`src/gpt_defs.svh`:
```
`ifndef GPT_DEFS_SVH
`define GPT_DEFS_SVH
// register byte offsets
`define GPT_OFS_CTRL1 7'h00
`define GPT_OFS_CTRL2 7'h04
`define GPT_OFS_SMCTRL 7'h08
`define GPT_OFS_DIEN 7'h0c
`define GPT_OFS_STS 7'h10
`define GPT_OFS_EVGEN 7'h14
`define GPT_OFS_CCM 7'h18
`define GPT_OFS_CCEN 7'h20
`define GPT_OFS_CNT 7'h24
`define GPT_OFS_PSC 7'h28
`define GPT_OFS_RELOAD 7'h2c
`define GPT_OFS_CC1 7'h34
// control_reg_one fields
`define GPT_CEN 0
`define GPT_UD 1
`define GPT_DIR_LO 2
`define GPT_DIR_ST 4
// control_reg_two field
`define GPT_DMA_ON_COMPARE_SELECT 3
// slave control fields
`define GPT_ETRPOL 8
`define GPT_ETRDIV_LO 9
`define GPT_FILT_LO 12
`define GPT_ECE 16
// irq_dma_enable_reg and status_reg fields
`define GPT_UIE 0
`define GPT_CCIE_LO 1
`define GPT_UDE 8
`define GPT_CCDE_LO 9
// reset values
`define GPT_RST_RELOAD 16'hffff
`endif

```
`src/gpt_pkg.sv`:
```
package gpt_pkg;
  // avalon-mm request from the bus master
  typedef struct packed {
    logic read;
    logic write;
    logic [6:0] address;
    logic [31:0] writedata;
    logic [3:0] byteenable;
  } gpt_avs_req_t;
  // count_direction_sel codes
  typedef enum logic [1:0] {
    GPT_CNT_UP = 2'b00,
    GPT_CNT_DOWN = 2'b01,
    GPT_CNT_CENTER = 2'b10
  } gpt_cmode_t;
  // slave_mode_field codes
  typedef enum logic [2:0] {
    GPT_SM_OFF = 3'b000,
    GPT_SM_RESET = 3'b100,
    GPT_SM_GATED = 3'b101,
    GPT_SM_TRIG = 3'b110,
    GPT_SM_EXT1 = 3'b111
  } gpt_smode_t;
  // centre-aligned phase
  typedef enum logic {
    GPT_PH_UP = 1'b0,
    GPT_PH_DOWN = 1'b1
  } gpt_phase_t;
endpackage

```
`src/gpt_core.sv`:
```
// The register addresses and the Avalon-MM interface to the registers were left to the implementer.
`timescale 1ns/10ps
`include "gpt_defs.svh"
// Summary of operation
// RULE1 - slave off: prescaler runs on timer clock
// RULE2 - ext mode 1: channel triggers, ch1 double edge
// RULE3 - ext mode 2: trigger pin polarity, divide, filter
// RULE4 - internal triggers unfiltered; master resets/starts/clocks
// RULE5 - counter, reload, prescaler sixteen bits each
// RULE6 - up: count from zero, wrap at reload
// RULE7 - down: from reload to zero, then reload
// RULE8 - centre: overflow at reload-1, underflow at one
// RULE9 - direction field selects up, down, centre
// RULE10 - update event loads reload shadow and prescaler
// RULE11 - update-disable bit suppresses update events
// RULE12 - prescaler divides by one to 65536, buffered
// RULE13 - four independent capture/compare channels
// RULE14 - capture: edge detect, filter, event prescaler
// RULE15 - capture latches count, sets flag, interrupt
// RULE16 - eight output compare modes per channel
// RULE17 - match drives output per mode and polarity
// RULE18 - flag raises interrupt and optional dma request
// RULE19 - pwm period from reload, width from compare
// RULE20 - pwm1: active while count below compare
// RULE21 - pwm2: inactive while count below compare
// RULE22 - slave codes: reset 100, gated 101, trigger 110
// RULE23 - modes 100/101 force reference inactive/active
// RULE24 - new prescale ratio waits for update event
// RULE25 - forced and frozen modes still flag matches
module gpt_core #(
  parameter int CW = 16
) (
  // clock and reset
  input wire logic sys_clk,
  input wire logic rst_n,
  // avalon-mm slave
  input wire gpt_pkg::gpt_avs_req_t avs_req,
  output logic [31:0] avs_readdata,
  output logic avs_waitrequest,
  // timer pins and other timers
  input wire logic [3:0] ch_in,
  input wire logic external_trigger_pin,
  input wire logic [3:0] itr_in,
  // channel outputs
  output logic [3:0] ch_out,
  output logic [3:0] ch_oe,
  // events
  output logic irq,
  output logic dma_req,
  output logic trgo
);
  // software registers
  logic [31:0] ctrl1_q, ctrl2_q, smctrl_q, dien_q, ccm_q, ccen_q;
  logic [CW-1:0] cnt_q, cnt_d; // count_value
  logic [CW-1:0] psc_buf_q, psc_act_q, pc_q; // prescale_value and shadow
  logic [CW-1:0] arr_buf_q, arr_sh_q; // reload_value and shadow
  logic [CW-1:0] ccr_q [4]; // channel_compare_value per channel
  logic uif_q;
  logic [3:0] ccif_q; // channel_event_flag
  gpt_pkg::gpt_phase_t ph_q, ph_d;
  // bus handshake
  logic ack_q, wr, acc;
  logic [6:0] adr;
  // decoded controls
  gpt_pkg::gpt_cmode_t cmode;
  gpt_pkg::gpt_smode_t smode;
  logic ud, dma_on_compare_select, ece, etrpol;
  logic [1:0] etrdiv;
  logic [3:0] filt, tsel, pol, capsel;
  // trigger path
  logic [4:0] flt_raw, flt_q;
  logic [3:0] tif_q;
  logic etr_p_q, etr_div, etrf;
  logic [2:0] etr_cnt_q;
  logic trig_lvl, trig_q, trig_rise, dbl_pulse, etrf_q;
  // counting
  logic prescaler_clock_in, tick, ovf, udf, ug, slv_rst, uev, chg_q;
  logic [3:0] cap_ev, match_ev, ref_q;

  function automatic logic [31:0] merge(input logic [31:0] old,
    input logic [31:0] nw, input logic [3:0] be);
    logic [31:0] r;
    r = old;
    for (int b = 0; b < 4; b++)
    begin
      if (be[b])
        r[8*b +: 8] = nw[8*b +: 8];
    end
    return r;
  endfunction

  // next reference level for one channel from its output_mode_field
  function automatic logic oc_next(input logic [2:0] md, input logic rf,
    input logic hit, input logic lt);
    case (md)
      3'b000: return rf; // freeze
      3'b001: return hit ? 1'b1 : rf;
      3'b010: return hit ? 1'b0 : rf;
      3'b011: return hit ? ~rf : rf;
      3'b100: return 1'b0; // see RULE23
      3'b101: return 1'b1; // see RULE23
      3'b110: return lt; // see RULE20
      3'b111: return ~lt; // see RULE21
      default: return rf;
    endcase
  endfunction

  // field decode
  assign cmode = gpt_pkg::gpt_cmode_t'(ctrl1_q[`GPT_DIR_LO +: 2]);
  assign ud = ctrl1_q[`GPT_UD];
  assign dma_on_compare_select = ctrl2_q[`GPT_DMA_ON_COMPARE_SELECT];
  assign smode = gpt_pkg::gpt_smode_t'(smctrl_q[2:0]);
  assign tsel = smctrl_q[7:4];
  assign etrpol = smctrl_q[`GPT_ETRPOL];
  assign etrdiv = smctrl_q[`GPT_ETRDIV_LO +: 2];
  assign filt = smctrl_q[`GPT_FILT_LO +: 4];
  assign ece = smctrl_q[`GPT_ECE];
  always_comb
  begin
    for (int i = 0; i < 4; i++)
    begin
      capsel[i] = ccm_q[8*i];
      pol[i] = ccen_q[4*i+1];
    end
  end

  // one wait cycle on every access; the answer comes on the second edge
  assign acc = avs_req.read | avs_req.write;
  assign avs_waitrequest = acc & ~ack_q;
  assign wr = avs_req.write & ack_q;
  assign adr = {avs_req.address[6:2], 2'b00};
  always_ff @(posedge sys_clk or negedge rst_n)
  begin
    if (!rst_n)
      ack_q <= 1'b0;
    else
      ack_q <= acc & ~ack_q;
  end

  // read mux; unmapped offsets read as zero
  always_ff @(posedge sys_clk or negedge rst_n)
  begin
    if (!rst_n)
      avs_readdata <= 32'h0000_0000;
    else if (avs_req.read & ~ack_q)
    begin
      case (adr)
        `GPT_OFS_CTRL1: avs_readdata <= {ctrl1_q[31:5], ph_q,
                                         ctrl1_q[3:0]};
        `GPT_OFS_CTRL2: avs_readdata <= ctrl2_q;
        `GPT_OFS_SMCTRL: avs_readdata <= smctrl_q;
        `GPT_OFS_DIEN: avs_readdata <= dien_q;
        `GPT_OFS_STS: avs_readdata <= {27'h0, ccif_q, uif_q};
        `GPT_OFS_CCM: avs_readdata <= ccm_q;
        `GPT_OFS_CCEN: avs_readdata <= ccen_q;
        `GPT_OFS_CNT: avs_readdata <= {16'h0, cnt_q};
        `GPT_OFS_PSC: avs_readdata <= {16'h0, psc_buf_q};
        `GPT_OFS_RELOAD: avs_readdata <= {16'h0, arr_buf_q};
        default:
        begin
          avs_readdata <= 32'h0000_0000;
          for (int i = 0; i < 4; i++)
            if (adr == `GPT_OFS_CC1 + 7'(4*i))
              avs_readdata <= {16'h0, ccr_q[i]};
        end
      endcase
    end
  end

  // control registers; trigger mode lets hardware set the enable bit
  always_ff @(posedge sys_clk or negedge rst_n)
  begin
    if (!rst_n)
    begin
      ctrl1_q <= 32'h0;
      ctrl2_q <= 32'h0;
      smctrl_q <= 32'h0;
      dien_q <= 32'h0;
      ccm_q <= 32'h0;
      ccen_q <= 32'h0;
    end
    else
    begin
      if (wr && adr == `GPT_OFS_CTRL1)
        ctrl1_q <= merge(ctrl1_q, avs_req.writedata, avs_req.byteenable)
                   & 32'h0000_000f;
      if (smode == gpt_pkg::GPT_SM_TRIG && trig_rise)
        ctrl1_q[`GPT_CEN] <= 1'b1; // see RULE4 RULE22
      if (wr && adr == `GPT_OFS_CTRL2)
        ctrl2_q <= merge(ctrl2_q, avs_req.writedata, avs_req.byteenable);
      if (wr && adr == `GPT_OFS_SMCTRL)
        smctrl_q <= merge(smctrl_q, avs_req.writedata, avs_req.byteenable);
      if (wr && adr == `GPT_OFS_DIEN)
        dien_q <= merge(dien_q, avs_req.writedata, avs_req.byteenable);
      if (wr && adr == `GPT_OFS_CCM)
        ccm_q <= merge(ccm_q, avs_req.writedata, avs_req.byteenable);
      if (wr && adr == `GPT_OFS_CCEN)
        ccen_q <= merge(ccen_q, avs_req.writedata, avs_req.byteenable);
    end
  end

  // trigger pin: polarity then edge divider (1,2,4,8) then filter
  always_ff @(posedge sys_clk or negedge rst_n)
  begin
    if (!rst_n)
    begin
      etr_p_q <= 1'b0;
      etr_cnt_q <= 3'h0;
    end
    else
    begin
      etr_p_q <= external_trigger_pin ^ etrpol;
      if ((external_trigger_pin ^ etrpol) & ~etr_p_q)
        etr_cnt_q <= etr_cnt_q + 3'h1; // see RULE3
    end
  end
  assign etr_div = (etrdiv == 2'h0) ? etr_p_q : etr_cnt_q[etrdiv - 2'h1];

  // shared glitch filter: a level must hold filt+1 cycles to pass
  assign flt_raw = {etr_div, ch_in ^ pol};
  for (genvar g = 0; g < 5; g++)
  begin : g_flt
    logic [3:0] fc_q;
    always_ff @(posedge sys_clk or negedge rst_n)
    begin
      if (!rst_n)
      begin
        fc_q <= 4'h0;
        flt_q[g] <= 1'b0;
      end
      else if (flt_raw[g] == flt_q[g])
        fc_q <= 4'h0;
      else if (fc_q >= filt)
      begin
        flt_q[g] <= flt_raw[g]; // see RULE14 RULE3
        fc_q <= 4'h0;
      end
      else
        fc_q <= fc_q + 4'h1;
    end
  end
  assign etrf = flt_q[4];

  // trigger selection; internal triggers bypass any filter
  always_ff @(posedge sys_clk or negedge rst_n)
  begin
    if (!rst_n)
    begin
      tif_q <= 4'h0;
      trig_q <= 1'b0;
      etrf_q <= 1'b0;
    end
    else
    begin
      tif_q <= flt_q[3:0];
      trig_q <= trig_lvl;
      etrf_q <= etrf;
    end
  end
  assign dbl_pulse = flt_q[0] ^ tif_q[0]; // see RULE2
  always_comb
  begin
    case (tsel)
      4'h0, 4'h1, 4'h2, 4'h3: trig_lvl = itr_in[tsel[1:0]]; // see RULE4
      4'h4, 4'h5, 4'h6, 4'h7: trig_lvl = flt_q[tsel[1:0]]; // see RULE2
      4'h8: trig_lvl = dbl_pulse;
      4'h9: trig_lvl = etrf;
      default: trig_lvl = 1'b0;
    endcase
  end
  assign trig_rise = trig_lvl & ~trig_q;

  // prescaler input clock enable
  always_comb
  begin
    if (ece)
      prescaler_clock_in = etrf & ~etrf_q; // see RULE3
    else
    begin
      case (smode)
        gpt_pkg::GPT_SM_EXT1: prescaler_clock_in = trig_rise; // see RULE2
        gpt_pkg::GPT_SM_GATED: prescaler_clock_in = trig_lvl; // see RULE22
        default: prescaler_clock_in = 1'b1; // see RULE1
      endcase
    end
  end
  assign slv_rst = (smode == gpt_pkg::GPT_SM_RESET) & trig_rise; // see RULE22
  assign ug = wr && adr == `GPT_OFS_EVGEN && avs_req.byteenable[0] &&
              avs_req.writedata[0];
  assign tick = ctrl1_q[`GPT_CEN] & prescaler_clock_in & (pc_q == psc_act_q);

  // counter next state for the three directions
  always_comb
  begin
    cnt_d = cnt_q;
    ph_d = ph_q;
    ovf = 1'b0;
    udf = 1'b0;
    if (slv_rst | ug)
    begin
      // counting down restarts from the reload value rather than zero
      if (cmode == gpt_pkg::GPT_CNT_DOWN)
        cnt_d = ud ? arr_sh_q : arr_buf_q; // see RULE7
      else
        cnt_d = '0;
      ph_d = gpt_pkg::GPT_PH_UP;
    end
    else if (wr && adr == `GPT_OFS_CNT)
      cnt_d = avs_req.writedata[CW-1:0];
    else if (tick)
    begin
      case (cmode) // see RULE9
        gpt_pkg::GPT_CNT_UP:
        begin
          ovf = (cnt_q == arr_sh_q); // see RULE6
          cnt_d = ovf ? '0 : cnt_q + 1'b1;
        end
        gpt_pkg::GPT_CNT_DOWN:
        begin
          udf = (cnt_q == '0); // see RULE7
          cnt_d = udf ? arr_sh_q : cnt_q - 1'b1;
        end
        gpt_pkg::GPT_CNT_CENTER:
          if (ph_q == gpt_pkg::GPT_PH_UP)
          begin
            if (cnt_q >= arr_sh_q)
            begin
              ph_d = gpt_pkg::GPT_PH_DOWN;
              cnt_d = cnt_q - 1'b1;
            end
            else
            begin
              ovf = (cnt_q == arr_sh_q - 1'b1); // see RULE8
              cnt_d = cnt_q + 1'b1;
            end
          end
          else if (cnt_q == '0)
          begin
            ph_d = gpt_pkg::GPT_PH_UP;
            cnt_d = cnt_q + 1'b1;
          end
          else
          begin
            udf = (cnt_q == 16'h0001); // see RULE8
            cnt_d = cnt_q - 1'b1;
          end
        default: cnt_d = cnt_q;
      endcase
    end
  end
  assign uev = ~ud & (ovf | udf | ug | slv_rst); // see RULE10 RULE11

  // counter, phase and prescale counter
  always_ff @(posedge sys_clk or negedge rst_n)
  begin
    if (!rst_n)
    begin
      cnt_q <= '0;
      ph_q <= gpt_pkg::GPT_PH_UP;
      pc_q <= '0;
      chg_q <= 1'b0;
    end
    else
    begin
      cnt_q <= cnt_d;
      ph_q <= ph_d;
      chg_q <= (cnt_d != cnt_q);
      if (slv_rst | ug)
        pc_q <= '0;
      else if (ctrl1_q[`GPT_CEN] & prescaler_clock_in)
        pc_q <= (pc_q == psc_act_q) ? '0 : pc_q + 1'b1; // see RULE12
    end
  end

  // buffered reload and prescale values move to shadows at update
  always_ff @(posedge sys_clk or negedge rst_n)
  begin
    if (!rst_n)
    begin
      psc_buf_q <= '0;
      psc_act_q <= '0;
      arr_buf_q <= `GPT_RST_RELOAD;
      arr_sh_q <= `GPT_RST_RELOAD;
    end
    else
    begin
      if (wr && adr == `GPT_OFS_PSC)
        psc_buf_q <= avs_req.writedata[CW-1:0]; // see RULE12 RULE5
      if (wr && adr == `GPT_OFS_RELOAD)
        arr_buf_q <= avs_req.writedata[CW-1:0];
      if (uev)
      begin
        psc_act_q <= psc_buf_q; // see RULE24
        arr_sh_q <= arr_buf_q; // see RULE10
      end
    end
  end

  // four channels: capture prescaler, compare register, reference
  for (genvar c = 0; c < 4; c++)
  begin : g_ch // see RULE13
    logic [2:0] icp_q;
    logic [1:0] icpsc;
    assign icpsc = ccm_q[8*c+4 +: 2];
    assign cap_ev[c] = capsel[c] & flt_q[c] & ~tif_q[c] &
                       (icp_q == 3'((1 << icpsc) - 1)); // see RULE14
    assign match_ev[c] = ~capsel[c] & chg_q & (cnt_q == ccr_q[c]);
    always_ff @(posedge sys_clk or negedge rst_n)
    begin
      if (!rst_n)
      begin
        icp_q <= 3'h0;
        ccr_q[c] <= '0;
        ref_q[c] <= 1'b0;
      end
      else
      begin
        if (!capsel[c])
          icp_q <= 3'h0;
        else if (cap_ev[c])
          icp_q <= 3'h0;
        else if (flt_q[c] & ~tif_q[c])
          icp_q <= icp_q + 3'h1;
        if (cap_ev[c])
          ccr_q[c] <= cnt_q; // see RULE15
        else if (wr && adr == `GPT_OFS_CC1 + 7'(4*c))
          ccr_q[c] <= avs_req.writedata[CW-1:0];
        ref_q[c] <= oc_next(ccm_q[8*c+1 +: 3], ref_q[c], match_ev[c],
                            cnt_q < ccr_q[c]); // see RULE16 RULE19
      end
    end
  end

  // flags: hardware set wins over a write-zero clear
  always_ff @(posedge sys_clk or negedge rst_n)
  begin
    if (!rst_n)
    begin
      uif_q <= 1'b0;
      ccif_q <= 4'h0;
    end
    else
    begin
      if (wr && adr == `GPT_OFS_STS && avs_req.byteenable[0])
      begin
        uif_q <= (uif_q & avs_req.writedata[0]) | uev;
        ccif_q <= (ccif_q & avs_req.writedata[4:1]) | cap_ev | match_ev;
      end
      else
      begin
        uif_q <= uif_q | uev;
        ccif_q <= ccif_q | cap_ev | match_ev; // see RULE15 RULE25
      end
    end
  end

  // outputs, interrupt and dma request
  always_ff @(posedge sys_clk or negedge rst_n)
  begin
    if (!rst_n)
    begin
      ch_out <= 4'h0;
      ch_oe <= 4'h0;
      irq <= 1'b0;
      dma_req <= 1'b0;
      trgo <= 1'b0;
    end
    else
    begin
      for (int i = 0; i < 4; i++)
      begin
        ch_out[i] <= ref_q[i] ^ pol[i]; // see RULE17
        ch_oe[i] <= ccen_q[4*i] & ~capsel[i];
      end
      irq <= |(ccif_q & dien_q[`GPT_CCIE_LO +: 4]) |
             (uif_q & dien_q[`GPT_UIE]); // see RULE18
      dma_req <= dma_on_compare_select ? |((cap_ev | match_ev) &
                            dien_q[`GPT_CCDE_LO +: 4])
                        : (uev & dien_q[`GPT_UDE]); // see RULE18
      trgo <= uev; // update pulse for a slave timer
    end
  end
endmodule

```
`config.mk`:
```
export PLATFORM = sky130hd
export DESIGN_NAME = gpt_core
export DESIGN_NICKNAME = d
export VERILOG_FILES = /design/src/gpt_pkg.sv /design/src/gpt_core.sv
export VERILOG_INCLUDE_DIRS = /design/src
export SDC_FILE = /design/constraint.sdc
export NUM_CORES = 1
export LEC_CHECK = 0
export BUFFER_PORTS_ARGS = -buffer_cell sky130_fd_sc_hd__buf_4
export CORE_MARGIN = 2
export CORE_UTILIZATION = 35
export DETAILED_ROUTE_END_ITERATION = 6
export GPL_TIMING_DRIVEN = 0
export PLACE_DENSITY = 0.48
export SLEW_MARGIN = 10
export SYNTH_ARGS = -nofsm -noshare
export SYNTH_HDL_FRONTEND = slang
export SYNTH_SLANG_ARGS = --single-unit
```
`constraint.sdc`:
```
create_clock -name sys_clk -period 6.1 [get_ports sys_clk]
set_input_delay 0.61 -clock sys_clk [delete_from_list [all_inputs] [get_ports sys_clk]]
set_output_delay 0.61 -clock sys_clk [all_outputs]
set_load 0.03 [all_outputs]
```
# After elaboration in Yosys (flattened, before gate mapping)

Cells that the tools add are included.

Register bits: 426
Bits of input ports: 56
Output and inout bits: 44
Logic and storage cells: 461

Add/subtract/negate cells: 19
$lt $le $gt $ge: 13
Eq/ne operators: 92
Shift operators: 4
Multiplexer cells: 100
Bitwise gates (word level): 94
Reduce and logical (&&, ||, !) cells: 73

Operators with widths:

| cell                                                                 | number |
|---|---|
| 16-bit two-way mux                                                   | 22 |
| 32-bit one-hot mux with 10 select lines                              | 1 |
| 16-bit == test                                                       | 7 |
| 32-bit two-way mux                                                   | 3 |
| 16-bit less-than comparator                                          | 4 |
| 3-bit == test, second input constant                                 | 20 |
| 2-bit AND reduction                                                  | 27 |
| 16-bit one-hot mux with 3 select lines                               | 1 |
| 4-bit two-way mux                                                    | 11 |
| 1-bit bitwise AND                                                    | 41 |
| 1-bit two-way mux                                                    | 39 |
| 3-bit two-way mux                                                    | 12 |
| 5-bit by 4-bit == test with 1-bit output, second input constant      | 7 |
| 16-bit by 1-bit adder with 16-bit output, second input constant      | 2 |
| 16-bit by 1-bit subtractor with 16-bit output, second input constant | 2 |
| 1-bit NOT                                                            | 30 |
| 1-bit one-hot mux with 7 select lines                                | 4 |
| 2-bit != test, second input constant                                 | 13 |
| 3-bit by 2-bit == test with 1-bit output, second input constant      | 8 |
| 4-bit by 1-bit adder with 4-bit output, second input constant        | 5 |
| 4-bit greater-or-equal comparator                                    | 5 |
| 4-bit OR                                                             | 5 |
| 1-bit logical AND                                                    | 19 |
| 2-bit nonzero test                                                   | 9 |
| 38 further kinds                                                     | 98 |

# Logic depth before layout (Yosys ltp)

Depth after elaboration: 17
Gate-level depth with buffers: 14
Depth with buffers taken out: 12

# Worst setup path before layout

No wires, ideal clock.

Path kind: register to register
Start point: register arr_sh_q[14]
End point: register chg_q
Data arrival time: 3.187 ns
Path slack: 2.773 ns
Stages on the path, launching flop included: 14
Path buffers: 2
Cells stage by stage: dfstp_2 > clkbuf_1 > inv_1 > ha_1 > nand4_1 > a2111o_1 > and4_1 > clkbuf_1 > a21oi_1 > o2111ai_1 > nor3b_1 > nor3_1 > a311oi_1 > nand4_1

Longest elaborated chain between the ends: 8

RTL lines:

| what                                   | RTL line        | text |
|---|---|---|
| start, declared                        | gpt_core.sv:56  | `logic [CW-1:0] arr_buf_q, arr_sh_q;` |
| start signal, assigned                 | gpt_core.sv:383 | `` arr_sh_q <= `GPT_RST_RELOAD; `` |
| start signal, assigned                 | gpt_core.sv:394 | `arr_sh_q <= arr_buf_q;` |
| 16-bit greater-or-equal comparator     | gpt_core.sv:326 | `if (cnt_q >= arr_sh_q)` |
| 16-bit two-way mux                     | gpt_core.sv:326 |  |
| 16-bit two-way mux                     | gpt_core.sv:324 | `if (ph_q == gpt_pkg::GPT_PH_UP)` |
| 16-bit one-hot mux with 3 select lines | gpt_core.sv:312 | `case (cmode)` |
| 16-bit two-way mux                     | gpt_core.sv:310 | `else if (tick)` |
| 16-bit two-way mux                     | gpt_core.sv:308 | `` else if (wr && adr == `GPT_OFS_CNT) `` |
| 16-bit two-way mux (*)                 | gpt_core.sv:299 | `if (slv_rst \| ug)` |
| 16-bit != test (*)                     | gpt_core.sv:367 | `chg_q <= (cnt_d != cnt_q);` |
| end signal, assigned                   | gpt_core.sv:367 |  |
| end, declared                          | gpt_core.sv:77  | `logic prescaler_clock_in, tick, ovf, udf, ug, slv_rst, uev, chg_q;` |

Mark *: on every way between the ends. The rest lies on a longest branch, timed or not.
A chain may end at the register's enable or synchronous reset.

# Worst setup path after layout

Same ends and word-level chain as after synthesis.

==> impl_table.tex <==
\begin{tabular}{lr}
\hline
Metric & Value \\
\hline
\multicolumn{2}{l}{\textbf{Worst setup path}} \\
Crit end category & flip-flop \\
WP data arrival & $\sim$5500 ps \\
Delay of the slowest critical-path stage & 700 ps \\
Most frequent cell on the critical path & sky130\_fd\_sc\_hd\_\_nand4\_1 \\
Worst-path fanout max & 9 \\
Kind of critical path & flip-flop to flip-flop \\
Crit-path cells & clkbuf\_1 -> inv\_1 -> ha\_1 -> nand4\_1 -> nor4\_1 -> nand2b\_1 -> o21ai\_1 -> a21oi\_1 -> o2111ai\_1 -> nor3b\_1 -> nor3\_1 -> a311oi\_1 -> nand4\_1 \\
Data required time at the worst endpoint & 6520 ps \\
Startpoint Class & flip-flop \\
Critical-path cell with the highest stage delay & sky130\_fd\_sc\_hd\_\_a21oi\_1 \\
\multicolumn{2}{l}{\textbf{Power and ir drop}} \\
Largest voltage drop on the vdd net & roughly 250 uV \\
Total power after layout & 0.0115 W \\
Cell area power density & around 400 mW/mm\^{}2 \\
Leak & about 13 nW \\
\multicolumn{2}{l}{\textbf{Timing}} \\
Worst slew margin relative to its limit & 0.106 \\
Post-Route Setup TNS & 0 ps \\
Part of the cycle the worst path needs & 0.838 \\
Maximum operating frequency & 0.196 GHz \\
Unrepaired setup endpoints after global routing & no \\
Clock period minus worst slack & approximately 5100 ps \\
Final hold viol count & 0 \\
Actual transition at the worst max-transition pin & 1320 ps \\
Final worst setup slack & $\sim$1000 ps \\
Setup-failing EPs final & 0 \\
Pins over their slew limit & 0 \\
Max Clock Skew & 27.4 ps \\
\multicolumn{2}{l}{\textbf{Logic synthesis}} \\
Number of instances in the synthesized netlist & 2456 \\
Number of distinct library cells after synthesis & 76 \\
Portion of synthesized cell area occupied by the leading cell type & 0.397 \\
Most used flip-flop cell after synthesis & sky130\_fd\_sc\_hd\_\_dfrtp\_1 \\
Leading cell types by total area after synthesis & sky130\_fd\_sc\_hd\_\_dfrtp\_1 40\%, sky130\_fd\_sc\_hd\_\_mux2\_2 9.8\%, sky130\_fd\_sc\_hd\_\_ha\_1 6.1\% \\
Part of the Yosys area used for sequential elements & 0.431 \\
Number of warnings reported in the yosys synthesis log & 0 \\
Post-synthesis cell area & 0.0249 sq mm \\
Number of synthesized register bits & between 400 and 500 \\
Mean post-synth cell area & 10.1 sq um \\
Post-synth EDFFs & 0 \\
Synth area leader & sky130\_fd\_sc\_hd\_\_dfrtp\_1 \\
Syn nets & around 2600 \\
Share of flip-flops with an asynchronous set or reset & 1.00 \\
\multicolumn{2}{l}{\textbf{Clock network}} \\
Clock Latency Late Sink & roughly 610 ps \\
Sink count of the clock tree & around 430 \\
CTS Root Cell & sky130\_fd\_sc\_hd\_\_clkbuf\_16 \\
\# H-tree levels & 2 \\
TritonCTS clock tree & done \\
Clock transition at the registers of the reported paths & 60 ps \\
Post-CTS repair timing setup buffer count & 0 \\
Inserted Clock Buffers & 48 \\
Maximum buffer depth of the clock tree & 3 \\
Count of hold-fix buffers inserted at cts & 1 \\
Gates resized, CTS repair & 0 \\
\multicolumn{2}{l}{\textbf{Global route}} \\
Maximum number of pins on one net before global-route repair & about 110 \\
Initial antenna violation count & 7 \\
First-pass GRT wire length & between 100 and 150 mm \\
Overflow after GRT & 0 \\
Number of global-route vias before repair & 20800 \\
Global-route total usage across every layer & 0.272 \\
\multicolumn{2}{l}{\textbf{Drt}} \\
ANT nets after route & 0 \\
Detailed-route wire length per cell & roughly 28 microns \\
Vias after detailed routing & approximately 21000 \\
Ratio of routed vias to standard cells & between 5 and 6 \\
Final wirelength & slightly above 100 mm \\
Iteration-0 DRC count of the detailed router & $\sim$2100 \\
Final routed DRC violation total & 0 \\
Iteration count of the initial detailed-routing pass & 6 \\
\multicolumn{2}{l}{\textbf{Floorplan}} \\
Ports & 100 \\
Die area & between 0.07 and 0.08 sq mm \\
DIE HEIGHT & roughly 270 microns \\
Starting density of the core & 0.354 \\
Std-Cell Rows & 97 \\
Core outline area & between 0.07 and 0.08 sq mm \\
Width of the chip & approximately 270 microns \\
\multicolumn{2}{l}{\textbf{Placed design}} \\
DPL Wire Length & $\sim$76 mm \\
Routability congestion estimate from global placement & 0.986 \\
Setup slack after placement & between 1000 and 1500 ps \\
Count of port buffers added during placement & 92 \\
\multicolumn{2}{l}{\textbf{Cells and area}} \\
Share of post-route cells with drive strength above 1 & 0.188 \\
Number of nets in the layout & between 2000 and 3000 \\
Syn-to-layout area delta & 15.4\% \\
\multicolumn{2}{l}{\textbf{Run status}} \\
Status & complete, no violations \\
\multicolumn{2}{l}{\textbf{Min path}} \\
Path type of the worst min-delay path & primary input to flip-flop \\
\multicolumn{2}{l}{\textbf{Flow run}} \\
Max-cap viol count & 0 \\
\hline
\end{tabular}
[routing by layer]
metal  GRT usage  up-vias  part of all wire
li1            -     9273                 -
met3      0.0639      151             0.089
met1       0.396    10700              0.46
met5           0        -           0.00026
met2       0.400      880              0.43
met4      0.0752        4             0.027
[sequential cells by signal, indices dropped and copies added, names as in the netlist, 20 cells and up]
register / count
ccr_q: 64
avs_readdata: 32
ccen_q: 32
ccm_q: 32
ctrl2_q: 32
dien_q: 32
smctrl_q: 32
g_flt.fc_q: 20
[cell families (layout without fill, tap and decap cells)]
kind of cell             after synthesis  in the layout  share of synthesized area
AND/OR/NAND/NOR                      655            655                      0.128
AO/OA/AOI/OAI                        561            561                      0.154
flip-flops                           426            426                      0.431
multiplexers                         325            325                      0.147
buffers and inverters                261            450                     0.0417
adder cells (fa/ha/maj)              122            122                     0.0614
XOR/XNOR                             106            106                     0.0374
other                                  0              2                          0
[cell type report]
cell class	count	area, sq um
diodes	2	5.00
plain buffers	145	601
clock buffers	68	1420
clock inverters	22	333
fillers	7051	41500
inverters	116	435
multi-input cells	1769	13200
flip-flops and latches	426	10700
well taps	940	1180
repair buffers	99	833
[placed cells by master (no fill, tap or decap), types with 62 or more instances in the layout]
cell                       Yosys  final
sky130_fd_sc_hd__buf_4         0     93
sky130_fd_sc_hd__dfrtp_1     394    394
sky130_fd_sc_hd__nor2_1      157    155
sky130_fd_sc_hd__inv_1       116    116
sky130_fd_sc_hd__clkbuf_1    120    126
sky130_fd_sc_hd__o21ai_0     144    144
sky130_fd_sc_hd__a22oi_1      62     62
sky130_fd_sc_hd__ha_1        122    122
sky130_fd_sc_hd__mux2_2      217    217
sky130_fd_sc_hd__nand2_1     203    203
sky130_fd_sc_hd__mux2i_1      80     80
sky130_fd_sc_hd__a21oi_1      80     80
[worst paths after layout]
check                                         start                           end  slack (ps)  cells after the start
hold / removal                 external_trigger_pin             etr_p_q$_DFF_PN0_         220                      2
min in group asynchronous                     rst_n           pc_q[9]$_DFFE_PN0P_         580                      2
max in group asynchronous                     rst_n  g_ch[0].icp_q[0]$_DFFE_PN0P_        4130                      4
hold reg to reg            etr_cnt_q[2]$_DFFE_PN0P_      etr_cnt_q[2]$_DFFE_PN0P_         480                      1
setup reg to reg           arr_sh_q[14]$_DFFE_PN1P_               chg_q$_DFF_PN0_         990                     13
setup / recovery           arr_sh_q[14]$_DFFE_PN1P_               chg_q$_DFF_PN0_         990                     13
[stage by stage]
| step | instance area [sq um] | hold slack, ps | std cells | utilization |
|---|---|---|---|---|
| floorplan | 24900 | 314 | 2456 | - |
| global placement | 26700 | 465 | 3488 | 0.381 |
| detailed placement | 26900 | 469 | 3494 | 0.383 |
| CTS | 28700 | 197 | 3585 | 0.408 |
| global route | 28700 | 211 | 3585 | 0.409 |
| finish | 28700 | 222 | 3587 | 0.409 |
[power breakdown]
| group | leakage (nW) | switching [W] | internal [W] |
|---|---|---|---|
| clock | 0.852 | 0.00129 | 0.00193 |
| combinational | 6.68 | 0.00257 | 0.00161 |
| sequential | 5.38 | 0.000775 | 0.00337 |
| total | 12.9 | 0.00464 | 0.00690 |
[critical path: cells and delay by family, from the launching register on]
family / cells / cell delay, ps
AOI/OAI and AO/OA: 4 / 1700
buffers and inverters: 2 / 520
adders and majority gates: 1 / 320
DFF: 1 / 510
and+or+nand+nor: 6 / 1870
[cell usage after synthesis, drive strengths merged (5+ instances only)]
cell type  instances
or4                6
a31oi             38
dfrtp            394
nor3b              6
nor2             157
buf               25
or3               12
nor2b             25
o21a              22
and2              16
and3              35
a21o              29
nand4             39
a21boi             7
a21oi             80
nor3              35
clkbuf           120
dfstp             32
a221oi            31
ha               122
xor2              61
a211o              6
a311oi             5
o2111ai            5
xnor2             45
a32o               5
o21ai            148
mux2i             80
nor4              21
inv              116
a222oi            24
a22o              23
nand2b            19
mux2             245
o31ai             10
a22oi             62
nand3             59
o22ai              7
nand2            203
and4b              5
a211oi             9
nand3b             6
o211ai            16
Power figures use the tool's default switching activity.
